$ cat src/rtl/pafn_pkg.sv
// Purpose: constants for the port A pin function block
// Assumes: APB with 32-bit data, one aligned word per register
// Notes: register byte address is four times the register index
//
// How it works
// pin four only pulls low or floats; it never drives high.
// in clock-out oscillator modes pin six carries a quarter-rate clock.
// with master clear selected, a low pin five holds the device in reset.
// a config bit makes pin five input-only or the master clear input.
// power-on clears latch bits 3:0; other resets keep bits 7:4.
// unimplemented bits read zero and ignore writes.
// pin four feeds the timer zero clock and the second comparator output.
// direction bit one floats the pin, zero drives it from the latch.
// port read gives pin levels; writes merge into latch from the pins.
// pins used as comparator inputs read zero through the port register.
// oscillator-owned pins 7:6 read zero and ignore their direction bits.
// an enabled comparator, reference or oscillator function overrides latch and direction of its pin; the timer clock does not.
package pafn_pkg;

	////////////////////////////////////////////////////////////////////////
	// register map
	localparam int PAFN_ADDR_WIDTH = 12;
	localparam logic [9:0] IDX_PORT_A_LATCH = 10'h005;
	localparam logic [9:0] IDX_COMPARATOR_CONTROL = 10'h01F;
	localparam logic [9:0] IDX_PORT_A_DIRECTION = 10'h085;
	localparam logic [9:0] IDX_VOLTAGE_REF_CONTROL = 10'h09F;
	localparam logic [9:0] IDX_DEVICE_CONFIG = 10'h0A0;
	localparam logic [11:0] ADDR_PORT_A_LATCH = {IDX_PORT_A_LATCH, 2'h0};
	localparam logic [11:0] ADDR_COMPARATOR_CONTROL =
		{IDX_COMPARATOR_CONTROL, 2'h0};
	localparam logic [11:0] ADDR_PORT_A_DIRECTION = {IDX_PORT_A_DIRECTION, 2'h0};
	localparam logic [11:0] ADDR_VOLTAGE_REF_CONTROL =
		{IDX_VOLTAGE_REF_CONTROL, 2'h0};
	localparam logic [11:0] ADDR_DEVICE_CONFIG = {IDX_DEVICE_CONFIG, 2'h0};

	////////////////////////////////////////////////////////////////////////
	// reset values and masks
	localparam logic [7:0] RST_PORT_A_LATCH = 8'h00;
	localparam logic [7:0] LATCH_KEEP_MASK = 8'hF0;
	localparam logic [7:0] RST_PORT_A_DIRECTION = 8'hFF;
	localparam logic [7:0] RST_COMPARATOR_CONTROL = 8'h00;
	localparam logic [7:0] COMPARATOR_WRITE_MASK = 8'h3F;
	localparam logic [7:0] RST_VOLTAGE_REF_CONTROL = 8'h00;
	localparam logic [7:0] VREF_IMPL_MASK = 8'hEF;
	localparam logic [7:0] RST_DEVICE_CONFIG = 8'h01;
	localparam logic [7:0] CONFIG_IMPL_MASK = 8'h0F;

	////////////////////////////////////////////////////////////////////////
	// comparator control fields
	localparam int CMP_C2OUT = 7;
	localparam int CMP_C1OUT = 6;
	localparam int CMP_C2INV = 5;
	localparam int CMP_C1INV = 4;
	localparam int CMP_CIS = 3;
	localparam int CMP_MODE_LSB = 0;
	localparam logic [2:0] CMP_MODE_OFF = 3'h7;
	localparam logic [2:0] CMP_MODE_OUTPUTS = 3'h6;
	localparam logic [7:0] ANALOG_MASK_ALL = 8'h0F;
	localparam logic [7:0] ANALOG_MASK_OUTPUTS = 8'h07;

	////////////////////////////////////////////////////////////////////////
	// voltage reference fields
	localparam int VREF_EN = 7;
	localparam int VREF_OE = 6;
	localparam int VREF_RANGE = 5;
	localparam int VREF_LEVEL_LSB = 0;

	////////////////////////////////////////////////////////////////////////
	// device configuration fields and oscillator modes
	localparam int CFG_MASTER_CLEAR_RESET_SEL = 0;
	localparam int CFG_OSC_LSB = 1;
	localparam int CFG_T0_SEL = 3;
	localparam logic [1:0] OSC_INTERNAL_IO = 2'h0;
	localparam logic [1:0] OSC_INTERNAL_QUARTER_CLOCK_OUTPUT = 2'h1;
	localparam logic [1:0] OSC_RC_QUARTER_CLOCK_OUTPUT = 2'h2;
	localparam logic [1:0] OSC_CRYSTAL = 2'h3;
	localparam logic [7:0] OSC_MASK_NONE = 8'h00;
	localparam logic [7:0] OSC_MASK_QUARTER_CLOCK_OUTPUT = 8'h40;
	localparam logic [7:0] OSC_MASK_BOTH = 8'hC0;

	////////////////////////////////////////////////////////////////////////
	// pin positions and divider count
	localparam int PIN_VREF = 2;
	localparam int PIN_CMP1 = 3;
	localparam int PIN_FOUR = 4;
	localparam int PIN_FIVE = 5;
	localparam int PIN_QUARTER_CLOCK_OUTPUT = 6;
	localparam int PIN_OSC_IN = 7;
	localparam logic QUARTER_HALF_EDGES_M1 = 1'h1;

endpackage

$ cat src/rtl/pafn_quarter_div.sv
// Purpose: quarter-rate clock from the primary oscillator level
// Assumes: oscillator level is synchronous and below half the core clock
// Notes: output toggles every second rising edge of the input
`timescale 1ns/1ps
module pafn_quarter_div
	import pafn_pkg::*;
(
	// clock and reset
	input wire logic clock,
	input wire logic sys_rst,
	// oscillator level in, divided clock out
	input wire logic osc_level,
	output logic quarter
);

	logic prev;
	logic edge_count;
	logic next_prev;
	logic next_edge_count;
	logic next_quarter;

	////////////////////////////////////////////////////////////////////////
	// count rising edges, toggle after every second one
	always_comb
	begin
		next_prev = osc_level;
		next_edge_count = edge_count;
		next_quarter = quarter;
		if (osc_level && !prev)
		begin
			if (edge_count == QUARTER_HALF_EDGES_M1)
			begin
				next_edge_count = 1'h0;
				next_quarter = !quarter;
			end
			else
			begin
				next_edge_count = edge_count + 1'h1;
			end
		end
	end

	// register divider state
	always_ff @(posedge clock)
	begin
		if (sys_rst)
		begin
			prev <= 1'h0;
			edge_count <= 1'h0;
			quarter <= 1'h0;
		end
		else
		begin
			prev <= next_prev;
			edge_count <= next_edge_count;
			quarter <= next_quarter;
		end
	end

endmodule

$ cat src/rtl/pafn_top.sv
// Purpose: port A pins with comparator, reference, timer and clock functions
// Assumes: pins sampled synchronously; APB slave with zero wait states
// Notes: all outputs registered; pin five has no output driver
//
// The APB register port was left to the implementer.
`timescale 1ns/1ps
module pafn_top
	import pafn_pkg::*;
(
	// clock and reset
	input wire logic clock,
	input wire logic sys_rst,
	// apb slave
	input wire logic psel,
	input wire logic penable,
	input wire logic pwrite,
	input wire logic [PAFN_ADDR_WIDTH-1:0] paddr,
	input wire logic [31:0] pwdata,
	input wire logic [3:0] pstrb,
	output logic [31:0] prdata,
	output logic pready,
	output logic pslverr,
	// port pins
	input wire logic [7:0] pin_in,
	output logic [7:0] pin_out,
	output logic [7:0] pin_oe,
	// analog and clock sources
	input wire logic internal_oscillator,
	input wire logic cmp1_result,
	input wire logic second_comparator_output_result,
	// controls to analog blocks and timer
	output logic [2:0] comparator_mode,
	output logic comparator_input_switch,
	output logic vref_enable,
	output logic vref_pin_enable,
	output logic vref_range,
	output logic [3:0] vref_level,
	output logic timer_zero_ext_clock,
	output logic master_clear_reset
);

	logic [7:0] port_a_latch;
	logic [7:0] port_a_direction;
	logic [7:0] comparator_control;
	logic [7:0] voltage_ref_control;
	logic [7:0] device_config;
	logic [7:0] next_port_a_latch;
	logic [7:0] next_port_a_direction;
	logic [7:0] next_comparator_control;
	logic [7:0] next_voltage_ref_control;
	logic [7:0] next_device_config;
	logic [31:0] next_prdata;
	logic next_pready;
	logic next_pslverr;
	logic [7:0] next_pin_out;
	logic [7:0] next_pin_oe;
	logic next_timer_zero_ext_clock;
	logic next_master_clear_reset;
	logic [7:0] analog_mask;
	logic [7:0] osc_mask;
	logic [7:0] port_read;
	logic c1out;
	logic c2out;
	logic [1:0] osc_mode;
	logic cmp_outputs_on;
	logic primary_oscillator_input;
	logic quarter_clock_output;
	logic setup;
	logic write_now;

	////////////////////////////////////////////////////////////////////////
	// decoded configuration and pin ownership
	always_comb
	begin
		osc_mode = device_config[CFG_OSC_LSB +: 2];
		cmp_outputs_on = (comparator_mode == CMP_MODE_OUTPUTS);
		c1out = cmp1_result ^ comparator_control[CMP_C1INV];
		c2out = second_comparator_output_result ^ comparator_control[CMP_C2INV];
		case (comparator_mode)
			CMP_MODE_OFF: analog_mask = 8'h00;
			CMP_MODE_OUTPUTS: analog_mask = ANALOG_MASK_OUTPUTS;
			default: analog_mask = ANALOG_MASK_ALL;
		endcase
		if (vref_enable && vref_pin_enable)
		begin
			analog_mask[PIN_VREF] = 1'h1;
		end
		case (osc_mode)
			OSC_INTERNAL_IO: osc_mask = OSC_MASK_NONE;
			OSC_INTERNAL_QUARTER_CLOCK_OUTPUT: osc_mask = OSC_MASK_QUARTER_CLOCK_OUTPUT;
			default: osc_mask = OSC_MASK_BOTH;
		endcase
		port_read = pin_in & ~analog_mask & ~osc_mask;
		if (osc_mode == OSC_RC_QUARTER_CLOCK_OUTPUT || osc_mode == OSC_CRYSTAL)
		begin
			primary_oscillator_input = pin_in[PIN_OSC_IN];
		end
		else
		begin
			primary_oscillator_input = internal_oscillator;
		end
	end

	// quarter-rate clock for the clock-out pin
	pafn_quarter_div u_quarter_div (
		.clock(clock),
		.sys_rst(sys_rst),
		.osc_level(primary_oscillator_input),
		.quarter(quarter_clock_output)
	);

	////////////////////////////////////////////////////////////////////////
	// apb decode, register writes and device reset effects
	always_comb
	begin
		setup = psel && !penable;
		write_now = psel && penable && pready && pwrite;
		next_port_a_latch = port_a_latch;
		next_port_a_direction = port_a_direction;
		next_comparator_control = comparator_control;
		next_voltage_ref_control = voltage_ref_control;
		next_device_config = device_config;
		next_pready = setup;
		next_pslverr = 1'h0;
		next_prdata = prdata;
		if (setup)
		begin
			next_prdata = 32'h0000_0000;
			case (paddr)
				ADDR_PORT_A_LATCH: next_prdata[7:0] = port_read;
				ADDR_PORT_A_DIRECTION: next_prdata[7:0] = port_a_direction;
				ADDR_COMPARATOR_CONTROL:
				begin
					next_prdata[7:0] = comparator_control;
					next_prdata[CMP_C2OUT] = c2out;
					next_prdata[CMP_C1OUT] = c1out;
				end
				ADDR_VOLTAGE_REF_CONTROL:
					next_prdata[7:0] = voltage_ref_control;
				ADDR_DEVICE_CONFIG: next_prdata[7:0] = device_config;
				default: next_pslverr = 1'h1;
			endcase
		end
		if (write_now && !master_clear_reset)
		begin
			case (paddr)
				ADDR_PORT_A_LATCH:
				begin
					// unstrobed write stores the pin levels back
					next_port_a_latch = pstrb[0] ? pwdata[7:0] : port_read;
				end
				ADDR_PORT_A_DIRECTION:
				begin
					if (pstrb[0])
					begin
						next_port_a_direction = pwdata[7:0];
					end
				end
				ADDR_COMPARATOR_CONTROL:
				begin
					if (pstrb[0])
					begin
						next_comparator_control = pwdata[7:0] &
							COMPARATOR_WRITE_MASK;
					end
				end
				ADDR_VOLTAGE_REF_CONTROL:
				begin
					if (pstrb[0])
					begin
						next_voltage_ref_control = pwdata[7:0] &
							VREF_IMPL_MASK;
					end
				end
				ADDR_DEVICE_CONFIG:
				begin
					if (pstrb[0])
					begin
						next_device_config = pwdata[7:0] & CONFIG_IMPL_MASK;
					end
				end
				default: next_pslverr = 1'h0;
			endcase
		end
		// master clear: low nibble cleared, upper latch bits kept
		if (master_clear_reset)
		begin
			next_port_a_latch = port_a_latch & LATCH_KEEP_MASK;
			next_port_a_direction = RST_PORT_A_DIRECTION;
			next_comparator_control = RST_COMPARATOR_CONTROL;
			next_voltage_ref_control = RST_VOLTAGE_REF_CONTROL;
		end
	end

	// register file and bus answer
	always_ff @(posedge clock)
	begin
		if (sys_rst)
		begin
			port_a_latch <= RST_PORT_A_LATCH;
			port_a_direction <= RST_PORT_A_DIRECTION;
			comparator_control <= RST_COMPARATOR_CONTROL;
			voltage_ref_control <= RST_VOLTAGE_REF_CONTROL;
			device_config <= RST_DEVICE_CONFIG;
			prdata <= 32'h0000_0000;
			pready <= 1'h0;
			pslverr <= 1'h0;
		end
		else
		begin
			port_a_latch <= next_port_a_latch;
			port_a_direction <= next_port_a_direction;
			comparator_control <= next_comparator_control;
			voltage_ref_control <= next_voltage_ref_control;
			device_config <= next_device_config;
			prdata <= next_prdata;
			pready <= next_pready;
			pslverr <= next_pslverr;
		end
	end

	// control fields straight from their register bits
	assign comparator_mode = comparator_control[CMP_MODE_LSB +: 3];
	assign comparator_input_switch = comparator_control[CMP_CIS];
	assign vref_enable = voltage_ref_control[VREF_EN];
	assign vref_pin_enable = voltage_ref_control[VREF_OE];
	assign vref_range = voltage_ref_control[VREF_RANGE];
	assign vref_level = voltage_ref_control[VREF_LEVEL_LSB +: 4];

	////////////////////////////////////////////////////////////////////////
	// pin drivers, timer clock and master clear
	always_comb
	begin
		next_pin_out = port_a_latch;
		next_pin_oe = ~port_a_direction & ~analog_mask;
		if (cmp_outputs_on)
		begin
			next_pin_out[PIN_CMP1] = c1out;
			next_pin_oe[PIN_CMP1] = 1'h1;
		end
		// pin four: pull low or release only
		next_pin_out[PIN_FOUR] = 1'h0;
		if (cmp_outputs_on)
		begin
			next_pin_oe[PIN_FOUR] = !c2out;
		end
		else
		begin
			next_pin_oe[PIN_FOUR] = !port_a_direction[PIN_FOUR] &&
				!port_a_latch[PIN_FOUR];
		end
		next_pin_out[PIN_FIVE] = 1'h0;
		next_pin_oe[PIN_FIVE] = 1'h0;
		if (osc_mask[PIN_QUARTER_CLOCK_OUTPUT])
		begin
			next_pin_out[PIN_QUARTER_CLOCK_OUTPUT] = quarter_clock_output;
			next_pin_oe[PIN_QUARTER_CLOCK_OUTPUT] = (osc_mode != OSC_CRYSTAL);
		end
		if (osc_mask[PIN_OSC_IN])
		begin
			next_pin_out[PIN_OSC_IN] = 1'h0;
			next_pin_oe[PIN_OSC_IN] = 1'h0;
		end
		next_timer_zero_ext_clock = device_config[CFG_T0_SEL] &&
			pin_in[PIN_FOUR];
		next_master_clear_reset = device_config[CFG_MASTER_CLEAR_RESET_SEL] &&
			!pin_in[PIN_FIVE];
	end

	// register pin side outputs
	always_ff @(posedge clock)
	begin
		if (sys_rst)
		begin
			pin_out <= 8'h00;
			pin_oe <= 8'h00;
			timer_zero_ext_clock <= 1'h0;
			master_clear_reset <= 1'h0;
		end
		else
		begin
			pin_out <= next_pin_out;
			pin_oe <= next_pin_oe;
			timer_zero_ext_clock <= next_timer_zero_ext_clock;
			master_clear_reset <= next_master_clear_reset;
		end
	end
endmodule

$ cat config.mk
export PLATFORM = sky130hd
export DESIGN_NAME = pafn_top
export DESIGN_NICKNAME = d
export VERILOG_FILES = /design/src/rtl/pafn_pkg.sv /design/src/rtl/pafn_quarter_div.sv /design/src/rtl/pafn_top.sv
export SDC_FILE = /design/constraint.sdc
export NUM_CORES = 1
export LEC_CHECK = 0
export ABC_AREA = 1
export BUFFER_PORTS_ARGS = -buffer_cell sky130_fd_sc_hd__buf_2
export CORE_ASPECT_RATIO = 0.5
export CORE_MARGIN = 10
export CORE_UTILIZATION = 35
export DETAILED_ROUTE_END_ITERATION = 6
export GPL_TIMING_DRIVEN = 0
export PLACE_DENSITY_LB_ADDON = 0.05
export SLEW_MARGIN = 20
export SYNTH_ARGS = -nofsm -noshare
export SYNTH_HDL_FRONTEND = slang
export SYNTH_SLANG_ARGS = --single-unit
$ cat constraint.sdc
create_clock -name clock -period 3.3 [get_ports clock]
set_clock_uncertainty 0.05 [all_clocks]
set_input_delay 0 -clock clock [delete_from_list [all_inputs] [get_ports clock]]
set_output_delay 0 -clock clock [all_outputs]
set_load 0.02 [all_outputs]
### Word level (Yosys, flattened, before mapping)

Cells that the tools add are included.

| word-level totals | value |
|---|---|
| flip-flop bits (word level) | 64 |
| latch bits | 0 |
| RAM bits | 0 |
| bits in read-only memories | 0 |
| input port bits | 64 |
| output and inout bits | 63 |
| logic and storage cells | 87 |
| memories kept | 0 |

| operators by class | value |
|---|---|
| $add $sub $neg | 1 |
| multiply operators | 0 |
| divide/modulo/power cells | 0 |
| order comparisons | 0 |
| eq/ne operators | 11 |
| shift-type cells | 0 |
| muxes and demuxes | 16 |
| bitwise logic cells | 9 |
| reduce and logical (&&, ||, !) cells | 30 |

Operators by type and width:

| cell | number |
|---|---|
| case mux 8 bit (5 select lines) | 1 |
| equality test 12 x 10 -> 1 bit, second input constant | 3 |
| AND 8 bit | 3 |
| NOT 8 bit | 2 |
| case mux 8 bit (2 select lines) | 1 |
| AND reduction 3 bit | 5 |
| equality test 12 x 5 -> 1 bit, second input constant | 1 |
| equality test 12 x 7 -> 1 bit, second input constant | 1 |
| 2-to-1 mux 1 bit | 12 |
| logical AND 1 bit | 10 |
| zero test 1 bit | 8 |
| 2-to-1 mux 8 bit | 1 |
| NOT 4 -> 8 bit | 1 |
| case mux 4 bit (2 select lines) | 1 |
| equality test 3 bit, second input constant | 2 |
| OR reduction 5 bit | 1 |
| equality test 2 bit, second input constant | 2 |
| AND reduction 2 bit | 2 |
| OR reduction 2 bit | 2 |
| equality test 2 x 1 -> 1 bit, second input constant | 1 |
| zero test 2 bit | 1 |
| inequality test 2 bit, second input constant | 1 |
| bitwise XOR 1 bit | 2 |
| adder 1 bit, second input constant | 1 |
| other kinds (2) | 2 |

### Longest topological paths before layout

| logic depth | value |
|---|---|
| depth after elaboration | 7 |
| depth in mapped cells | 10 |
| depth with buffers taken out | 10 |

### Cells and area by module

Synthesis repeated with hierarchy kept, for this count alone.

| unflattened totals | value |
|---|---|
| cell total of the unflattened synthesis | 403 |
| area, all modules | 3034.2 µm² |

Modules (own cells, without submodules):

| module | instances | cells each | area each (µm²) | sequential area each (µm²) |
|---|---|---|---|---|
| pafn_top | 1 | 386 | 2911.5 | 1141.1 |
| pafn_quarter_div | 1 | 17 | 122.6 | 60.1 |

### Worst setup path before layout

OpenSTA, ideal clock, no wires.

| path | value |
|---|---|
| path type | register -> register |
| start | register master_clear_reset |
| end | register voltage_ref_control[1] |
| library setup time | 80 ps |
| data arrival time | 1267 ps |
| data required time | 3170 ps |
| path slack | 1903 ps |
| stages on the path, launching flop included | 9 |
| buffers on the path | 1 |
| period minus slack after synthesis | 1397 ps |
| path through | dfxtp_1 -> inv_1 -> nand3_2 -> nor2_4 -> inv_2 -> nor2_4 -> buf_6 -> nor2_1 -> a211oi_2 |

| on the way | value |
|---|---|
| cells in the longest elaborated chain, start to end | 3 |
| elaborated cells between the ends (all ways) | 4 |
| those cells by class | 4 x reduce/logical |

RTL lines:

| element | RTL line | RTL |
|---|---|---|
| from (decl) | pafn_top.sv:39 | `output logic master_clear_reset` |
| from (signal assigned) | pafn_top.sv:285 | `master_clear_reset <= next_master_clear_reset;` |
| zero test 1 bit | pafn_top.sv:144 | `if (write_now && !master_clear_reset)` |
| logical AND 1 bit | pafn_top.sv:144 |  |
| AND reduction 3 bit (no source line) | - |  |
| to (signal assigned) | pafn_top.sv:214 | `voltage_ref_control <= next_voltage_ref_control;` |
| to (decl) | pafn_top.sv:45 | `logic [7:0] voltage_ref_control;` |

Parallel ways exist; a longest one is shown, timed or not.
A chain may end at the register's enable or synchronous reset.

### Worst setup path after layout

| path | value |
|---|---|
| start | register master_clear_reset |
| end | register port_a_latch[2] |

| on the way | value |
|---|---|
| cells in the longest elaborated chain, start to end | 3 |
| elaborated cells between the ends (all ways) | 4 |
| those cells by class | 4 x reduce/logical |

RTL lines:

| element | RTL line | RTL |
|---|---|---|
| zero test 1 bit | pafn_top.sv:144 |  |
| logical AND 1 bit | pafn_top.sv:144 |  |
| AND reduction 2 bit (no source line) | - |  |
| to (signal assigned) | pafn_top.sv:211 | `port_a_latch <= next_port_a_latch;` |
| to (decl) | pafn_top.sv:42 | `logic [7:0] port_a_latch;` |

Parallel ways exist; a longest one is shown, timed or not.

==> impl_metrics.py <==
metrics = {
    "synthesis": {
        "ys.warnings.count": 0,
        "synthDistinctLibCells": 31,
        "syn_avg_cell_area_um2": 7.52,
        "synth-edff-count": 0,
        "netlist_top_cells_count": "nand2_1, dfxtp_1, a21oi_1",
        "synth_top_area_share_pct": 41.8,
        "yosys.area.top_type": "dfxtp_1",
        "synth_area_um2": 2870,
        "synth_ff_type": "dfxtp_1",
        "yosys.cell_count.top_type": "nand2_1",
        "seq_area_frac_synth_pct": 41.8,
        "synth.top_cells.by_area": "dfxtp_1, nand2_1, buf_4, a21oi_1, o21ai_0",
        "ys_async_sr_fraction_pct": 0,
        "syn_inst": 382,
        "synth-seq-cells": 60,
    },
    "worst_setup_path": {
        "endpoint_kind": "flip-flop",
        "worstPathArrival_ns": 2.52,
        "critPathKind": "reg -> reg",
        "cp.required_ns": 3.47,
        "cp_max_fo": 10,
        "startpoint_type": "flip-flop",
    },
    "timing": {
        "tightest_slew_ns": 0.671,
        "max_slew_margin_pct": 55.1,
        "period_share_pct": 71.3,
        "drv_slew": 0,
        "hold_viol": 0,
        "finalSetupTns_ns": 0,
        "min_period_ns": 2.35,
        "rsz0062_at_grt": "false",
        "fmaxAchievable_mhz": 425,
        "setup_viol": 0,
    },
    "detailed_routing": {
        "postRouteAntennaNets": 0,
        "dr.first_iter.drc_count": 168,
        "finalWirelength_mm": 9.26,
        "via_per_inst": 4.50,
        "detail_route.wl_per_cell_um": 14.8,
        "dr.pass1.iters": 4,
        "drc": 0,
        "vias": 2823,
    },
    "grt": {
        "grt_pass1_wl_mm": 14.5,
        "grt_max_degree": 11,
        "grt_pass1_vias": 2774,
        "antenna_found_initial": 0,
        "track_usage_pct": 14.8,
        "overflow": 0,
    },
    "power_and_ir_drop": {
        "power.share.combinational_pct": 9.5,
        "p_seq_share_pct": 40.0,
        "power.share.switching_pct": 23.1,
        "finalPower_w": 0.00184,
        "p_switching_w": 0.000424,
        "power_density_nw_per_um2": 463,
        "internal_power_w": 0.00142,
        "clkPwrFrac_pct": 50.5,
        "ir_drop_v": 0.000254,
        "p_leak_nw": 1.95,
    },
    "placed_design": {
        "post-dp-hpwl_mm": 7.16,
        "portBuffers": 72,
        "routabilityCongestion": 0.901,
    },
    "cts": {
        "cts_max_level": 3,
        "clk_latency_ns": 0.33,
        "cts_sinks": 60,
        "cts_max_path_buffers": 2,
        "cts_root_buf": "clkbuf_16",
        "clk_pin_slew_worst_paths_ns": 0.05,
        "postCtsSetupRepairBufs": 0,
        "tritoncts": "done",
        "cts_buffers": 9,
    },
    "floorplanning": {
        "design.core.area_um2": 8000,
        "fp-row-count": 23,
        "dieWidth_um": 148,
        "num_io_pins": 127,
        "start_util_pct": 35.9,
        "die_y_um": 84.1,
        "die_area_um2": 12500,
    },
    "min_path": {
        "hold_path_class": "in -> reg",
    },
    "final_layout": {
        "fin_nets": 576,
        "n_antenna_cell": 0,
        "nFillCells": 836,
        "final_layout_size_suffix_gt1_share_pct": 28.2,
        "syn_to_final_growth_pct": 38.3,
    },
    "outcome": {
        "status": "complete, no violations",
    },
    "flow_run": {
        "drv_cap": 0,
    },
}
## flip-flops by register name, indices dropped and copies added (netlist names)
register / count
port_a_latch: 7
prdata: 8
pready: 1
device_config: 4
u_quarter_div.edge_count: 1
master_clear_reset: 1
pin_out: 6
comparator_control: 6
u_quarter_div.prev: 1
voltage_ref_control: 7
port_a_direction: 8
pin_oe: 7
u_quarter_div.quarter: 1
timer_zero_ext_clock: 1
pslverr: 1
## power by group through the flow
stage,Sequential (W),Clock [W],Combinational (W)
after floorplan,0.000756,0,0.0000993
after CTS,0.000736,0.000944,0.000173
after detailed placement,0.000751,0,0.000157
after global routing,0.000736,0.000984,0.000193
after global placement,0.000751,0,0.000158
final,0.000736,0.000929,0.000176
## layout make-up
class,instances,area [um2],share of cell area (%)
multi-input combinational,267,1330,33.4
clock inverter,2,35.0,0.882
timing repair buffer,93,571,14.4
sequential,60,1200,30.2
tap,112,140,3.53
buffer,39,284,7.15
inverter,42,159,4.00
clock buffer,12,256,6.46
## per-layer routing
layer | vias up | GRT usage [%] | share of wire [%]
met5 | - | 0 | 0
met4 | 0 | 4.56 | 0.82
met3 | 6 | 6.39 | 7.5
met2 | 92 | 21.4 | 42
met1 | 1266 | 19.3 | 49
li1 | 1459 | - | -
## placed cells by master, fill, tap and decap left out, drive strengths merged
cell / n
clkbuf: 16
o211ai: 1
or2: 3
nand3: 24
bufinv: 1
buf: 107
nor3: 7
a211oi: 4
a21oi: 41
a31oi: 4
inv: 39
dlygate4sd3: 21
clkinv: 4
o21ai: 41
nor4: 1
nand2: 67
nand4: 3
nor2: 42
conb: 27
xor2: 2
dfxtp: 60
## repair_timing
item / 4_1_cts / 5_1_grt
resized for setup: 0 / 0
hold buffers: 21 / 0
hold endpoints to repair: 29 / 0
## per-stage QoR
step	utilization [%]	cells	hold WS, ns	setup WS, ns	area, um2
after floorplan	-	408	0.0276	1.90	2970
after global placement	43.4	592	0.161	1.53	3470
after detailed placement	43.4	592	0.164	1.57	3470
after CTS	49.7	627	0.0113	0.967	3970
after global routing	49.7	627	0.0278	0.812	3970
final	49.7	627	0.0161	0.946	3970
## worst max-delay path, cell delays in order, from the launching register on
cell and delay (ns):
dfxtp_1 0.34, inv_1 0.08, nand3_2 0.14, nor2_4 0.25, inv_2 0.10, a21oi_1 0.12
dlygate4sd3_1 0.55, a21oi_1 0.05, dlygate4sd3_1 0.55
## cells by family after synthesis
logic type      synth area share, %
buf+inv                        15.4
flops                          41.8
simple gates                   25.2
other cells                   0.131
compound gates                 16.8
xor+xnor                      0.610
## worst paths after layout
kind                                         start         endpoint  slack, ns  cells past startpoint
worst min-delay path                     pin_in[6]  port_a_latch[6]       0.02                      5
worst max register to register  master_clear_reset  port_a_latch[2]       0.95                      8
worst max-delay path            master_clear_reset  port_a_latch[2]       0.95                      8
worst min register to register     port_a_latch[0]       pin_out[0]       0.37                      2
Power figures use the tool's default switching activity.
